`src/design/flash_ssp_pkg.sv`:
```
// Purpose: constants and types of the flash self-programming controller
// Assumes: 32-bit AHB-Lite register access, one 40 MHz clock
// Notes:   byte address of a register is four times its index
package flash_selfprog_pkg;

  // register indices
  localparam logic [7:0] IDX_OP_SELECT  = 8'hf2;
  localparam logic [7:0] IDX_KEY_ONE    = 8'hf3;
  localparam logic [7:0] IDX_KEY_TWO    = 8'hf4;
  localparam logic [7:0] IDX_KEY_THREE  = 8'hf5;
  localparam logic [7:0] IDX_KEY_FOUR   = 8'hf6;
  localparam logic [7:0] IDX_PAGE       = 8'hf7;
  localparam logic [7:0] IDX_STATUS     = 8'hf8;
  localparam logic [7:0] IDX_OFFSET_LOW = 8'hfb;
  localparam logic [7:0] IDX_DATA       = 8'hfc;

  localparam int        ADDR_LSB     = 2;
  localparam int        IDX_MSB      = 9;
  localparam logic [7:0] REG_RESET   = 8'h00;
  localparam logic [3:0] KEY_RESET   = 4'h0;

  // operation codes
  localparam logic [7:0] OP_ERASE = 8'he6;
  localparam logic [7:0] OP_WRITE = 8'h6e;

  // key values, fourth to first, first key in the low nibble
  localparam int         NUM_KEYS = 4;
  localparam logic [15:0] KEY_VALUES = 16'h69a5;

  // page register fields
  localparam int         SECT_MSB     = 7;
  localparam int         SECT_LSB     = 2;
  localparam int         SECT_W       = 6;
  localparam logic [5:0] SECT_LAST    = 6'h0f;
  localparam int         OFF_HI_MSB   = 1;
  localparam int         OFF_W        = 10;
  localparam int         SECTOR_BYTES = 1024;

  // status register fields
  localparam int ST_STATE_MSB = 2;
  localparam int ST_BUSY_BIT  = 3;

  localparam logic [1:0] HTRANS_NONSEQ_BIT = 2'h2;

  typedef enum logic [2:0] { S0, S1, S2, S3, S4 } unlock_e;

  typedef struct packed {
    logic             erase;
    logic             write;
    logic [SECT_W-1:0] sector;
    logic [OFF_W-1:0]  offset;
    logic [7:0]        data;
  } flash_req_s;

endpackage

```
`src/design/key_stage.sv`:
```
// Purpose: one unlock key nibble register
// Assumes: writes come from the bus slave as one-cycle strobes
// Notes:   a forced clear beats a write in the same cycle
`timescale 1ns/1ps
module key_stage
  import flash_selfprog_pkg::*;
#(
  parameter logic [3:0] KEY = 4'h0
)
(
  // clock and resets
  input  wire logic       hclk,
  input  wire logic       hresetn,
  input  wire logic       wdt_rst,
  // write and clear
  input  wire logic       wr_en,
  input  wire logic [3:0] wdata,
  input  wire logic       force_clr,
  // state
  output logic      [3:0] value_r,
  output logic            match
);

  always_ff @(posedge hclk or negedge hresetn)
  begin
    if (!hresetn)
      value_r <= KEY_RESET;
    else if (wdt_rst || force_clr)
      value_r <= KEY_RESET;
    else if (wr_en)
      value_r <= wdata;
  end

  assign match = (value_r == KEY);

endmodule

```
`src/design/flash_launch.sv`:
```
// Purpose: issues one flash request and holds the processor idle
// Assumes: flash array answers each request with one done pulse
// Notes:   a start while busy is dropped
`timescale 1ns/1ps
module flash_launch
  import flash_selfprog_pkg::*;
(
  // clock and reset
  input  wire logic       hclk,
  input  wire logic       hresetn,
  // request from the unlock logic
  input  wire logic       start,
  input  wire flash_req_s req,
  // flash array side
  input  wire logic       flash_done,
  output flash_req_s      flash_req_r,
  output logic            busy_r
);

  always_ff @(posedge hclk or negedge hresetn)
  begin
    if (!hresetn)
      flash_req_r <= '0;
    else if (start && !busy_r)
      flash_req_r <= req;
    else
    begin
      flash_req_r.erase <= 1'b0;
      flash_req_r.write <= 1'b0;
    end
  end

  // cpu stays idle until the array reports completion
  always_ff @(posedge hclk or negedge hresetn)
  begin
    if (!hresetn)
      busy_r <= 1'b0;
    else if (start && !busy_r)
      busy_r <= 1'b1;
    else if (flash_done)
      busy_r <= 1'b0;
  end

endmodule

```
`src/design/flash_ssp_ctrl.sv`:
```
// Purpose: register file, unlock sequencer and launch of flash erase/write
// Assumes: single-word AHB-Lite transfers, one slave on the bus
// Notes:   reads take one wait state, writes none
//
// The AHB-Lite register port was left to the implementer.
`timescale 1ns/1ps
module flash_selfprog_ctrl
  import flash_selfprog_pkg::*;
(
  // clock and resets
  input  wire logic              hclk,
  input  wire logic              hresetn,
  input  wire logic              wdt_rst,
  // ahb-lite slave
  input  wire logic              hsel,
  input  wire logic [31:0]       haddr,
  input  wire logic [1:0]        htrans,
  input  wire logic              hwrite,
  input  wire logic [2:0]        hsize,
  input  wire logic [31:0]       hwdata,
  input  wire logic              hready,
  output logic      [31:0]       hrdata,
  output logic                   hreadyout,
  output logic                   hresp,
  // flash array
  input  wire logic              flash_done,
  output logic                   flash_erase_req,
  output logic                   flash_write_req,
  output logic      [SECT_W-1:0] flash_sector,
  output logic      [OFF_W-1:0]  flash_offset,
  output logic      [7:0]        flash_wdata,
  // processor
  output logic                   cpu_hold
);

  function automatic logic hit(input logic [31:0] a, input logic [7:0] idx);
    hit = (a[ADDR_LSB-1:0] == '0) && (a[31:IDX_MSB+1] == '0)
          && (a[IDX_MSB:ADDR_LSB] == idx);
  endfunction

  logic [7:0]  op_r;
  logic [7:0]  page_r;
  logic [7:0]  offset_r;
  logic [7:0]  data_r;
  logic [31:0] wr_addr_r;
  logic        wr_pend_r;
  logic [31:0] rd_addr_r;
  logic        rd_pend_r;
  logic [31:0] hrdata_r;
  logic        hreadyout_r;
  unlock_e     state_r;
  unlock_e     state_nxt;
  logic [3:0]  key_val [NUM_KEYS];
  logic        key_match [NUM_KEYS];
  logic        key_wr [NUM_KEYS];
  logic        key_clr [NUM_KEYS];
  logic        fire;
  logic        op_valid;
  logic        sect_ok;
  logic        busy;
  flash_req_s  req;
  flash_req_s  flash_req_r;
  logic        accept;
  logic        unused_bits;

  assign accept = hsel && hready && htrans[1];
  assign unused_bits = ^hsize;

  // address phase capture
  always_ff @(posedge hclk or negedge hresetn)
  begin
    if (!hresetn)
    begin
      wr_pend_r <= 1'b0;
      wr_addr_r <= '0;
    end
    else
    begin
      wr_pend_r <= accept && hwrite;
      if (accept)
        wr_addr_r <= haddr;
    end
  end

  always_ff @(posedge hclk or negedge hresetn)
  begin
    if (!hresetn)
    begin
      rd_pend_r <= 1'b0;
      rd_addr_r <= '0;
    end
    else
    begin
      rd_pend_r <= accept && !hwrite;
      if (accept && !hwrite)
        rd_addr_r <= haddr;
    end
  end

  // one wait state on reads so data reflect the preceding write
  always_ff @(posedge hclk or negedge hresetn)
  begin
    if (!hresetn)
      hreadyout_r <= 1'b1;
    else if (accept && !hwrite)
      hreadyout_r <= 1'b0;
    else
      hreadyout_r <= 1'b1;
  end

  always_ff @(posedge hclk or negedge hresetn)
  begin
    if (!hresetn)
      hrdata_r <= '0;
    else if (rd_pend_r && !hreadyout_r)
    begin
      hrdata_r <= '0;
      if (hit(rd_addr_r, IDX_OP_SELECT))
        hrdata_r[7:0] <= op_r;
      if (hit(rd_addr_r, IDX_KEY_ONE))
        hrdata_r[3:0] <= key_val[0];
      if (hit(rd_addr_r, IDX_KEY_TWO))
        hrdata_r[3:0] <= key_val[1];
      if (hit(rd_addr_r, IDX_KEY_THREE))
        hrdata_r[3:0] <= key_val[2];
      if (hit(rd_addr_r, IDX_KEY_FOUR))
        hrdata_r[3:0] <= key_val[3];
      if (hit(rd_addr_r, IDX_PAGE))
        hrdata_r[7:0] <= page_r;
      if (hit(rd_addr_r, IDX_OFFSET_LOW))
        hrdata_r[7:0] <= offset_r;
      if (hit(rd_addr_r, IDX_DATA))
        hrdata_r[7:0] <= data_r;
      if (hit(rd_addr_r, IDX_STATUS))
      begin
        hrdata_r[ST_STATE_MSB:0] <= state_r;
        hrdata_r[ST_BUSY_BIT]    <= busy;
      end
    end
  end

  // plain registers; watchdog reset clears them like hardware reset
  always_ff @(posedge hclk or negedge hresetn)
  begin
    if (!hresetn)
    begin
      op_r     <= REG_RESET;
      page_r   <= REG_RESET;
      offset_r <= REG_RESET;
      data_r   <= REG_RESET;
    end
    else if (wdt_rst)
    begin
      op_r     <= REG_RESET;
      page_r   <= REG_RESET;
      offset_r <= REG_RESET;
      data_r   <= REG_RESET;
    end
    else if (wr_pend_r)
    begin
      if (hit(wr_addr_r, IDX_OP_SELECT))
        op_r <= hwdata[7:0];
      if (hit(wr_addr_r, IDX_PAGE))
        page_r <= hwdata[7:0];
      if (hit(wr_addr_r, IDX_OFFSET_LOW))
        offset_r <= hwdata[7:0];
      if (hit(wr_addr_r, IDX_DATA))
        data_r <= hwdata[7:0];
    end
  end

  // key chain: each stage cleared when any earlier key mismatches
  genvar k;
  generate
    for (k = 0; k < NUM_KEYS; k++)
    begin : g_key
      if (k == 0)
      begin : g_first
        assign key_clr[k] = fire;
      end
      else
      begin : g_later
        assign key_clr[k] = fire || !key_match[k-1] || key_clr[k-1];
      end
      assign key_wr[k] = wr_pend_r
                         && hit(wr_addr_r, IDX_KEY_ONE + 8'(k));
      key_stage #(
        .KEY (KEY_VALUES[4*k +: 4])
      ) u_key (
        .hclk      (hclk),
        .hresetn   (hresetn),
        .wdt_rst   (wdt_rst),
        .wr_en     (key_wr[k]),
        .wdata     (hwdata[3:0]),
        .force_clr (key_clr[k]),
        .value_r   (key_val[k]),
        .match     (key_match[k])
      );
    end
  endgenerate

  // unlock state follows the key chain; S4 consumed after one cycle
  always_comb
  begin
    state_nxt = S0;
    case (state_r)
      S4:
        state_nxt = S0;
      default:
        if (!key_match[0])
          state_nxt = S0;
        else if (!key_match[1])
          state_nxt = S1;
        else if (!key_match[2])
          state_nxt = S2;
        else if (!key_match[3])
          state_nxt = S3;
        else
          state_nxt = S4;
    endcase
  end

  always_ff @(posedge hclk or negedge hresetn)
  begin
    if (!hresetn)
      state_r <= S0;
    else if (wdt_rst)
      state_r <= S0;
    else
      state_r <= state_nxt;
  end

  assign fire     = (state_r == S4);
  assign op_valid = (op_r == OP_ERASE) || (op_r == OP_WRITE);
  // reserved sectors abort like a bad code
  assign sect_ok  = (page_r[SECT_MSB:SECT_LSB] <= SECT_LAST);

  always_comb
  begin
    req        = '0;
    req.erase  = (op_r == OP_ERASE) && sect_ok;
    req.write  = (op_r == OP_WRITE) && sect_ok;
    req.sector = page_r[SECT_MSB:SECT_LSB];
    req.offset = {page_r[OFF_HI_MSB:0], offset_r};
    req.data   = data_r;
  end

  // a fire without valid code or sector only clears keys: abort
  flash_launch u_launch (
    .hclk        (hclk),
    .hresetn     (hresetn),
    .start       (fire && op_valid && sect_ok),
    .req         (req),
    .flash_done  (flash_done),
    .flash_req_r (flash_req_r),
    .busy_r      (busy)
  );

  assign hrdata          = hrdata_r;
  assign hreadyout       = hreadyout_r;
  assign hresp           = 1'b0;
  assign flash_erase_req = flash_req_r.erase;
  assign flash_write_req = flash_req_r.write;
  assign flash_sector    = flash_req_r.sector;
  assign flash_offset    = flash_req_r.offset;
  assign flash_wdata     = flash_req_r.data;
  assign cpu_hold        = busy;
endmodule

```
`config.mk`:
```
export PLATFORM = sky130hd
export DESIGN_NAME = flash_selfprog_ctrl
export DESIGN_NICKNAME = d
export VERILOG_FILES = /design/src/design/flash_ssp_pkg.sv /design/src/design/key_stage.sv /design/src/design/flash_launch.sv /design/src/design/flash_ssp_ctrl.sv
export SDC_FILE = /design/constraint.sdc
export NUM_CORES = 1
export LEC_CHECK = 0
export ABC_AREA = 1
export BUFFER_PORTS_ARGS = -buffer_cell sky130_fd_sc_hd__buf_2
export CAP_MARGIN = 15
export CELL_PAD_IN_SITES_DETAIL_PLACEMENT = 2
export CELL_PAD_IN_SITES_GLOBAL_PLACEMENT = 2
export CORE_MARGIN = 2
export CORE_UTILIZATION = 35
export DETAILED_ROUTE_END_ITERATION = 8
export HOLD_SLACK_MARGIN = 0.05
export PLACE_DENSITY_LB_ADDON = 0.1
export RECOVER_POWER = 25
export SLEW_MARGIN = 20
export SYNTH_ARGS = -nofsm -noshare
export SYNTH_HDL_FRONTEND = slang
export SYNTH_HIERARCHICAL = 1
export SYNTH_SLANG_ARGS = --single-unit
export TNS_END_PERCENT = 10
```
`constraint.sdc`:
```
create_clock -name hclk -period 5.14 [get_ports hclk]
set_clock_uncertainty 0.2 [all_clocks]
set_input_delay 0 -clock hclk [delete_from_list [all_inputs] [get_ports hclk]]
set_output_delay 0 -clock hclk [all_outputs]
set_load 0.005 [all_outputs]
```
==> metrics.csv, run 1 <==
stage,metric,value,unit
outcome,outcome,finished with violations,
outcome,failing checks,"max-capacitance violations, max-slew violations",
global_route,largest net degree at the start of global routing,102,
drt,DR pass1 iterations,4,
global_route,initial antenna violation count,0,
die,Initial Utilization,0.353,
power_and_ir_drop,Design Power,0.00287,W
place,GPL Wtd Cong,0.845,
synthesis,Synth Cell Area,0.00708,mm^2
clocking,Post-CTS Resized,0,
critical_path,Crit path max-delay family,simple AND/OR/NAND/NOR gates,
critical_path,CP Class,flop to flop,
critical_path,Arrival @ worst endpoint,3.70,ns
drt,1st-iter DRT viols,250,
global_route,GRT Total Usage,0.216,
critical_path,CP bufs+invs,2,
clocking,Worst-Skew Late Latency,0.43,ns
sta,final hold vios,0,
min_path,Hold Crit Class,input pin to flop,
clocking,post-CTS setup buffer count,0,
synthesis,Yosys top cell by area,dfrtp_1,
clocking,clock sink count,153,
drt,Vias/cell,4.87,
critical_path,r2r setup slk,1.60,ns
die,DIE AREA,0.0214,mm^2
global_route,vias in the first global route,6818,
place,Detail Placement HPWL,15.2,mm
clocking,CTS root buffer,clkbuf_16,
finish,most frequent cells in the layout,"249 x nand2_1, 152 x dfrtp_1, 79 x nor2_1",
die,IO Count,137,
clocking,CTS tree,yes,
sta,Fmax,0.283,GHz
finish,share of cells above drive strength 1,0.157,
clocking,TritonCTS Buffers,17,
sta,RSZ-0062 raised after global routing,no,
critical_path,CP Capture Type,flop,
sta,total negative slack,0,ns
min_path,min-delay src,flash_done,
synthesis,largest cells by area after synthesis,"dfrtp_1 54%, nand2_1 13%, nand3_1 4.4%",
synthesis,Synth cell types,34,
clocking,Clock transition at path regs,0.07,ns
sta,worst-margin pin slew,2.52,ns
clocking,# H-tree levels,4,
synthesis,sequential area share after synthesis,0.541,
die,Rows,52,
sta,max_slew headroom,-0.681,
clocking,clk buf depth,2,
place,IO Port Bufs,83,
finish,nets,1032,
critical_path,worst-path maximum fanout,8,
power_and_ir_drop,Peak supply drop,0.227,mV
drt,Routed WL,21.8,mm
sta,Max Slew Vio Count,159,
clocking,Post-CTS Hold Fix Bufs,46,
die,Die H,146,um
sta,minimum clock period,3.54,ns
flow_run,max_cap viols,2,
synthesis,synth warn,6,
critical_path,Worst Reg2Reg Path Length in Cells,10,
die,Die W,146,um
drt,DRC,0,
global_route,global route total overflow,0,
critical_path,cell mode on critical path,nand2_1,
die,core area,0.0200,mm^2
critical_path,crit path cell chain,nor4_1 -> nand2_1 -> nor4_4 -> nand4_1 -> nor3_1 -> inv_2 -> nand2_1 -> nand2_1 -> nor2_1 -> dlygate4sd3_1,
finish,diode count,0,
drt,via count,6028,
synthesis,Syn Inst Count,833,
power_and_ir_drop,leak pwr,4.28,nW
sta,fin crit share,0.688,
min_path,hold-critical path depth,3,
finish,"leading cell type in the layout, fill and taps excluded",nand2_1,
power_and_ir_drop,pwr dens,333,mW/mm^2
critical_path,Crit path required time,5.30,ns
drt,Post-DRT Antenna Nets,0,
min_path,Worst Hold Path EP,u_launch/busy_r,
critical_path,crit path launch type,flop,
global_route,first-pass GRT wire length,36.2,mm
synthesis,Yosys reg bits,153,
synthesis,top cell type's share of synthesized area,0.537,
sta,Final Setup Violations,0,
critical_path,Worst R2R Start,wr_addr_r[13],
finish,Syn-to-layout area delta,21.6,%
critical_path,CP peak stage delay,0.58,ns
critical_path,CP max-delay cell,dlygate4sd3_1,
critical_path,Crit Reg-Reg Endpoint,g_key[3].u_key/value_r[1],
drt,Wirelength per Cell,17.6,um
synthesis,mean area per synthesized cell,8.50,um^2
## Yosys cell counts
library cell  instances
a21oi_1               9
a21oi_2               1
buf_1                 2
buf_2                 1
buf_4                29
buf_6                 7
clkbuf_1             12
clkinv_1              1
conb_1                1
dfrtp_1             152
dfstp_2               1
inv_1                71
inv_2                 8
inv_4                 1
mux2_2               10
nand2_1             249
nand2_2               2
nand2_8               1
nand3_1              62
nand3_2               4
nand4_1               8
nand4_2               2
nor2_1               80
nor2_2                2
nor2_4                5
nor3_1               15
nor3_2                1
nor3_4                1
nor4_1               14
nor4_2                1
nor4_4                1
o21ai_0              51
o21ai_1              17
o21ai_2              11
## worst min-delay path, stage by stage
cell and delay, ns:
dlygate4sd3_1 0.52, buf_2 0.10, o21ai_1 0.05
## area by class of cell
cell class	instances	area [um^2]
clock buffers	20	467
fillers	2302	11400
well taps	270	338
repair buffers	131	868
clock inverters	12	116
flip-flops and latches	153	3830
multi-input cells	572	2690
inverters	81	307
## state kept, by name, summed over array words and instances, names as in the netlist
signal / count
data_r: 8
hrdata: 8
u_launch/flash_req_r: 26
wr_addr_r: 32
hreadyout: 1
offset_r: 8
wr_pend_r: 1
op_r: 8
state_r: 3
rd_pend_r: 1
u_launch/busy_r: 1
page_r: 8
g_key.u_key/value_r: 16
rd_addr_r: 32
## worst max-delay path by stage
stage	end	startpoint	slack, ns	cells past startpoint
floorplan	g_key[2].u_key/value_r[0]	wr_addr_r[25]	3.16	8
global placement	rd_addr_r[22]	htrans[1]	2.15	5
detailed placement	rd_addr_r[1]	htrans[1]	1.91	5
CTS	g_key[3].u_key/value_r[1]	wr_addr_r[12]	1.75	10
global route	g_key[3].u_key/value_r[1]	wr_addr_r[13]	1.48	10
finish	g_key[3].u_key/value_r[1]	wr_addr_r[13]	1.60	10
## layer usage
metal	wire length, um	share of wire	global-route usage
met2	11600	0.53	0.393
met3	506	0.023	0.0359
met1	8890	0.41	0.250
met4	732	0.034	0.0913
met5	0	0	0
## per-stage QoR
| step | hold slack (ns) | cell area (um^2) | utilization | worst slack [ns] | cells |
|---|---|---|---|---|---|
| floorplan | -0.496 | 7170 | - | 3.16 | 857 |
| global placement | -0.0354 | 7600 | 0.379 | 2.15 | 1161 |
| detailed placement | -0.0154 | 7600 | 0.379 | 1.91 | 1161 |
| CTS | 0.0775 | 8640 | 0.431 | 1.75 | 1239 |
| global route | 0.119 | 8610 | 0.430 | 1.48 | 1239 |
| finish | 0.0839 | 8610 | 0.430 | 1.60 | 1239 |
## power by group
group	internal, W	total [W]	leakage [nW]	switching [W]
Clock	0.000709	0.00123	0.271	0.000524
Combinational	0.000101	0.000270	1.99	0.000169
Sequential	0.00130	0.00137	2.02	0.0000657
## cells by family after synthesis
logic type | synth area share
muxes | 0.0159
other | 0.000530
AOI/OAI and AO/OA | 0.0693
DFF | 0.541
and+or+nand+nor | 0.280
buffers and inverters | 0.0933
Power figures use the tool's default switching activity.
==> inputs of run 2 (changes only) <==
ABC_AREA = 0   (was 1)
CORE_UTILIZATION = 36   (was 35)
clock period = 3.3 ns   (was 5.14 ns; I/O delays follow)
==> run 2 against run 1 <==
The run still ends with max-capacitance violations, max-slew violations left. Utilization rose by 4.1 points. Final area rose by 2.9%. Flip-flop and latch count did not move. Worst setup slack got worse by 1.1 ns. Routed wire length fell by 2.9%. Hold slack got worse by 0.0061 ns. Non-clock buffer count rose by 33. Power rose by 71%. Via count fell by 13%. Critical path type unchanged. Largest cell class unchanged. Highest routed layer unchanged.
==> metrics.csv, run 2 <==
stage,metric,value,unit,change
outcome,outcome,finished with violations,,unchanged
outcome,failing checks,"max-capacitance violations, max-slew violations",,unchanged
synthesis,asr flop ratio synth,1.00,,unchanged
place,IO Port Bufs,83,,unchanged
synthesis,mean area per synthesized cell,11.3,um^2,was 8.50 um^2
sta,final hold vios,0,,unchanged
finish,nets,846,,was 1032
synthesis,Syn Inst Count,617,,was 833
sta,Final Setup Violations,0,,unchanged
synthesis,largest cells by area after synthesis,"dfrtp_1 55%, mux2i_1 7.3%, mux2_2 6.5%",,"was dfrtp_1 54%, nand2_1 13%, nand3_1 4.4%"
power_and_ir_drop,Peak supply drop,0.383,mV,was 0.227 mV
drt,DRC,0,,unchanged
die,Die W,143,um,was 146 um
clocking,clk buf depth,2,,unchanged
sta,fin crit share,0.847,,was 0.688
critical_path,Crit path max-delay family,simple AND/OR/NAND/NOR gates,,unchanged
synthesis,synth cell count leaders,"152 x dfrtp_1, 114 x nand2_1, 51 x mux2i_1, 47 x nor2_1, 40 x mux2_2",,"was 249 x nand2_1, 152 x dfrtp_1, 80 x nor2_1, 71 x inv_1, 62 x nand3_1"
synthesis,Yosys reg bits,153,,unchanged
synthesis,most frequent cell after synthesis,dfrtp_1,,was nand2_1
global_route,largest net degree at the start of global routing,95,,was 102
synthesis,Synth cell types,50,,was 34
die,DIE AREA,0.0205,mm^2,was 0.0214 mm^2
drt,Post-DRT Antenna Nets,0,,unchanged
die,core area,0.0188,mm^2,was 0.0200 mm^2
finish,share of cells above drive strength 1,0.241,,was 0.157
clocking,TritonCTS Buffers,17,,unchanged
finish,Syn-to-layout area delta,27.5,%,was 21.6%
finish,"leading cell type in the layout, fill and taps excluded",dfrtp_1,,was nand2_1
min_path,Hold Crit Class,input pin to flop,,unchanged
critical_path,CP Capture Type,flop,,unchanged
synthesis,Synth Flop Type,dfrtp_1,,unchanged
global_route,GRT Total Usage,0.223,,was 0.216
critical_path,Crit path required time,3.38,ns,was 5.30 ns
sta,minimum clock period,2.80,ns,was 3.54 ns
critical_path,crit path cell chain,nor4_4 -> nand4_2 -> or4_4 -> or2_1 -> mux2i_1 -> nor2_1,,was nor4_1 -> nand2_1 -> nor4_4 -> nand4_1 -> nor3_1 -> inv_2 -> nand2_1 -> nand2_1 -> nor2_1 -> dlygate4sd3_1
finish,diode count,0,,unchanged
drt,via count,5238,,was 6028
drt,Wirelength per Cell,20.3,um,was 17.6 um
global_route,initial antenna violation count,0,,unchanged
die,Die H,143,um,was 146 um
critical_path,CP max-delay cell,or4_4,,was dlygate4sd3_1
finish,Filler cells,1903,,was 2302
finish,most frequent cells in the layout,"152 x dfrtp_1, 114 x nand2_1, 70 x buf_2",,"was 249 x nand2_1, 152 x dfrtp_1, 79 x nor2_1"
synthesis,sequential area share after synthesis,0.550,,was 0.541
finish,multi-input combinational cell area,0.00286,mm^2,was 0.00269 mm^2
clocking,Worst-Skew Late Latency,0.44,ns,was 0.43 ns
synthesis,synth warn,6,,unchanged
synthesis,Yosys top cell by area,dfrtp_1,,unchanged
clocking,clock sink count,153,,unchanged
drt,Vias/cell,5.02,,was 4.87
global_route,vias in the first global route,5950,,was 6818
global_route,global route total overflow,0,,unchanged
power_and_ir_drop,pwr dens,553,mW/mm^2,was 333 mW/mm^2
drt,Routed WL,21.1,mm,was 21.8 mm
sta,RSZ-0062 raised after global routing,no,,unchanged
clocking,Clock transition at path regs,0.06,ns,was 0.07 ns
power_and_ir_drop,leak pwr,4.10,nW,was 4.28 nW
critical_path,CP bufs+invs,0,,was 2
critical_path,worst-path maximum fanout,8,,unchanged
die,Initial Utilization,0.370,,was 0.353
sta,max_slew headroom,-0.660,,was -0.681
global_route,first-pass GRT wire length,34.2,mm,was 36.2 mm
critical_path,CP Class,flop to flop,,unchanged
critical_path,CP peak stage delay,0.58,ns,about the same
synthesis,Post-synth EDFFs,0,,unchanged
sta,worst-margin pin slew,2.49,ns,was 2.52 ns
sta,Max Slew Vio Count,94,,was 159
synthesis,Synth Cell Area,0.00696,mm^2,was 0.00708 mm^2
clocking,# H-tree levels,4,,unchanged
critical_path,crit path launch type,flop,,unchanged
die,Rows,50,,was 52
clocking,CTS tree,yes,,unchanged
place,GPL Wtd Cong,0.787,,was 0.845
place,Detail Placement HPWL,13.9,mm,was 15.2 mm
die,IO Count,137,,unchanged
sta,Fmax,0.358,GHz,was 0.283 GHz
drt,DR pass1 iterations,4,,unchanged
finish,Regs by FF count,"rd_addr_r x32, wr_addr_r x32, u_launch/flash_req_r x26",,unchanged
drt,1st-iter DRT viols,228,,was 250
critical_path,Arrival @ worst endpoint,2.88,ns,was 3.70 ns
flow_run,max_cap viols,1,,was 2
finish,fin util,0.471,,was 0.430
finish,Reg area,0.00383,mm^2,unchanged
synthesis,top cell type's share of synthesized area,0.547,,was 0.537
clocking,CTS root buffer,clkbuf_16,,unchanged
sta,total negative slack,0,ns,unchanged
clocking,post-CTS setup buffer count,0,,unchanged
## run 2: worst register-to-register path, stage by stage, from the launching register on
cell and delay, ns:
dfrtp_1 0.42, nor4_4 0.37, nand4_2 0.27, or4_4 0.58
or2_1 0.49, mux2i_1 0.27, nor2_1 0.06
## run 2: stage by stage
step | hold slack, ns | total power (W) | std cells | setup slack [ns] | area [um^2]
finish | 0.0777 | 0.00490 | 1043 | 0.505 | 8870
global placement | -0.0398 | 0.00262 | 947 | 0.571 | 7610
detailed placement | -0.0198 | 0.00265 | 947 | 0.525 | 7610
floorplan | -0.496 | 0.00244 | 641 | 1.03 | 7050
CTS | 0.0543 | 0.00494 | 1043 | 0.131 | 8890
global route | 0.0837 | 0.00511 | 1043 | 0.323 | 8870
## run 2: layout make-up
| cell class | instances | area share |
|---|---|---|
| clock buffer | 20 | 0.0504 |
| timing repair buffer | 164 | 0.133 |
| clock inverter | 12 | 0.0222 |
| inverter | 8 | 0.00339 |
| sequential | 153 | 0.432 |
| multi-input combinational | 426 | 0.322 |
| tap | 260 | 0.0367 |
## run 2: worst paths after layout
| check | from | endpoint | slack [ns] | depth (start not counted) |
|---|---|---|---|---|
| worst max-delay path | wr_addr_r[15] | page_r[6] | 0.50 | 6 |
| worst min-delay path | flash_done | u_launch/busy_r | 0.08 | 3 |
| worst max register to register | wr_addr_r[15] | page_r[6] | 0.50 | 6 |
| worst min register to register | rd_addr_r[29] | rd_addr_r[29] | 0.30 | 2 |
| max in group asynchronous | hresetn | wr_addr_r[27] | 0.78 | 2 |
| min in group asynchronous | hresetn | wr_addr_r[19] | 0.65 | 2 |
## run 2: kinds of logic (layout without fill, tap and decap cells)
family,after synthesis,in the layout,share of synthesized area
muxes,110,110,0.180
and+or+nand+nor,246,246,0.174
DFF,153,153,0.550
buffers and inverters,62,204,0.0529
AOI/OAI and AO/OA,45,45,0.0424
other,1,25,0.000539
## run 2: per-layer routing
| layer | wire [um] | vias to the layer above | GRT usage | share of wire |
|---|---|---|---|---|
| li1 | - | 2389 | - | - |
| met1 | 9420 | 2728 | 0.289 | 0.45 |
| met2 | 10800 | 98 | 0.384 | 0.51 |
| met3 | 646 | 23 | 0.0389 | 0.031 |
| met4 | 251 | 0 | 0.0610 | 0.012 |
| met5 | 0 | - | 0 | 0 |
## run 2: timing repair
item,in CTS,in global routing
gates resized for setup,0,0
hold endpoints to repair,207,0
hold buffers,64,0
## run 2: power breakdown
group	switching [W]	internal, W
registers	0.000138	0.00204
clock network	0.000812	0.00136
logic	0.000288	0.000264
==> inputs of run 3 (changes only) <==
ABC_AREA = 1   (was 0)
CORE_UTILIZATION = 33   (was 36)
clock period = 2.7 ns   (was 3.3 ns; I/O delays follow)
==> run 3 against run 2 <==
The flow now finishes without violations. Worst setup slack got worse by 0.27 ns. Final cell count grew 21%. Power grew 17%. Highest routed layer unchanged. Routed wire length rose by 6.3%. Critical endpoint is now g_key[3].u_key/value_r[1].
==> metrics.csv, run 3 (synthesis gave the netlist of run 1 again) <==
stage,metric,value,unit,change
global_route,GRT Total Usage,0.210,,was 0.223
finish,most frequent cells in the layout,"249 x nand2_1, 152 x dfrtp_1, 80 x nor2_1",,"was 152 x dfrtp_1, 114 x nand2_1, 70 x buf_2"
critical_path,CP max-delay cell,nor4_1,,was or4_4
die,Initial Utilization,0.337,,was 0.370
sta,max_slew headroom,0.315,,was -0.660
finish,nets,1051,,was 846
die,Die W,150,um,was 143 um
global_route,global route total overflow,0,,unchanged
drt,1st-iter DRT viols,218,,was 228
sta,fin crit share,0.914,,was 0.847
sta,Max Slew Vio Count,0,,was 94
sta,minimum clock period,2.47,ns,was 2.80 ns
clocking,TritonCTS Buffers,17,,unchanged
critical_path,worst-path maximum fanout,8,,unchanged
finish,Regs by FF count,"rd_addr_r x32, wr_addr_r x32, u_launch/flash_req_r x26",,unchanged
critical_path,cell mode on critical path,nor2_1,,
drt,DRC,0,,unchanged
die,Rows,53,,was 50
sta,RSZ-0062 raised after global routing,no,,unchanged
critical_path,Arrival @ worst endpoint,2.58,ns,was 2.88 ns
critical_path,Crit path max-delay family,simple AND/OR/NAND/NOR gates,,unchanged
die,IO Count,137,,unchanged
global_route,vias in the first global route,6700,,was 5950
place,Detail Placement HPWL,15.8,mm,was 13.9 mm
die,DIE AREA,0.0226,mm^2,was 0.0205 mm^2
sta,Fmax,0.405,GHz,was 0.358 GHz
die,core area,0.0210,mm^2,was 0.0188 mm^2
critical_path,Crit path required time,2.81,ns,was 3.38 ns
global_route,first-pass GRT wire length,36.2,mm,was 34.2 mm
clocking,Worst-Skew Late Latency,0.43,ns,was 0.44 ns
finish,fin util,0.420,,was 0.471
min_path,Hold Crit Class,input pin to flop,,unchanged
critical_path,CP bufs+invs,1,,was 0
clocking,clock sink count,153,,unchanged
sta,Final Setup Violations,0,,unchanged
power_and_ir_drop,Peak supply drop,0.399,mV,was 0.383 mV
drt,Post-DRT Antenna Nets,0,,unchanged
finish,diode count,0,,unchanged
drt,Wirelength per Cell,17.8,um,was 20.3 um
drt,DR pass1 iterations,4,,unchanged
sta,Final WS setup,0.233,ns,was 0.505 ns
clocking,post-CTS setup buffer count,0,,unchanged
sta,worst-margin pin slew,1.03,ns,was 2.49 ns
critical_path,crit path launch type,flop,,unchanged
power_and_ir_drop,leak pwr,4.40,nW,was 4.10 nW
place,IO Port Bufs,83,,unchanged
clocking,Clock transition at path regs,0.06,ns,about the same
sta,total negative slack,0,ns,unchanged
drt,Vias/cell,4.78,,was 5.02
global_route,initial antenna violation count,0,,unchanged
critical_path,CP peak stage delay,0.40,ns,was 0.58 ns
flow_run,max_cap viols,0,,was 1
clocking,# H-tree levels,4,,unchanged
clocking,CTS root buffer,clkbuf_16,,unchanged
clocking,Post-CTS Resized,0,,unchanged
finish,"leading cell type in the layout, fill and taps excluded",nand2_1,,was dfrtp_1
finish,share of cells above drive strength 1,0.166,,was 0.241
drt,via count,6022,,was 5238
drt,Routed WL,22.5,mm,was 21.1 mm
clocking,clk buf depth,2,,unchanged
sta,final hold vios,0,,unchanged
critical_path,CP Class,flop to flop,,unchanged
critical_path,crit path cell chain,nor4_1 -> nand2_1 -> nor4_4 -> nand4_1 -> nor3_1 -> inv_2 -> nor2_1 -> nor2_1,,was nor4_4 -> nand4_2 -> or4_4 -> or2_1 -> mux2i_1 -> nor2_1
power_and_ir_drop,pwr dens,649,mW/mm^2,was 553 mW/mm^2
critical_path,CP Capture Type,flop,,unchanged
die,Die H,150,um,was 143 um
place,GPL Wtd Cong,0.788,,was 0.787
place,Setup WS pre-CTS,0.193,ns,was 0.525 ns
finish,Syn-to-layout area delta,24.8,%,was 27.5%
global_route,largest net degree at the start of global routing,56,,was 95
clocking,CTS tree,yes,,unchanged
outcome,outcome,"complete, no violations",,was finished with violations
clocking,Post-CTS Hold Fix Bufs,53,,was 64
[run 3: layout make-up]
class | instances | area (um^2)
sequential | 153 | 3830
inverter | 81 | 307
clock buffer | 18 | 429
timing repair buffer | 150 | 1040
tap | 275 | 344
clock inverter | 12 | 201
fill | 2339 | 12200
multi-input combinational | 572 | 2690
[run 3: tightest hold or removal path: stages]
cell     delay, ns
buf_2         0.08
nand3_2       0.07
buf_4         0.30
nand2_1       0.11
o21ai_0       0.07
[run 3: worst paths after layout]
check,startpoint,to,slack (ns),depth (start not counted)
max,wr_addr_r[29],g_key[3].u_key/value_r[1],0.23,8
min,hsel,wr_addr_r[23],0.07,5
max reg2reg,wr_addr_r[29],g_key[3].u_key/value_r[1],0.23,8
min reg2reg,u_launch/flash_req_r[10],u_launch/flash_req_r[10],0.27,2
max in group asynchronous,hresetn,op_r[1],0.66,4
min in group asynchronous,hresetn,hreadyout,0.76,3
[run 3: power by group]
group / internal [W] / switching (W)
clock network: 0.00163 / 0.000974
registers: 0.00248 / 0.000123
logic: 0.000200 / 0.000325
[run 3: layer usage]
metal	global-route usage	wire length [um]
met5	0	0
met4	0.0679	420
met3	0.0306	546
met2	0.398	12300
met1	0.242	9170
[run 3: through the flow]
stage	instances	hold slack [ns]	cell area (um^2)	power [W]
2_1_floorplan	857	-0.496	7170	0.00290
3_3_place_gp	1178	-0.210	7720	0.00307
3_5_place_dp	1178	-0.199	7720	0.00312
4_1_cts	1261	0.0570	8900	0.00580
5_1_grt	1261	0.115	8840	0.00598
6_report	1261	0.0668	8840	0.00573
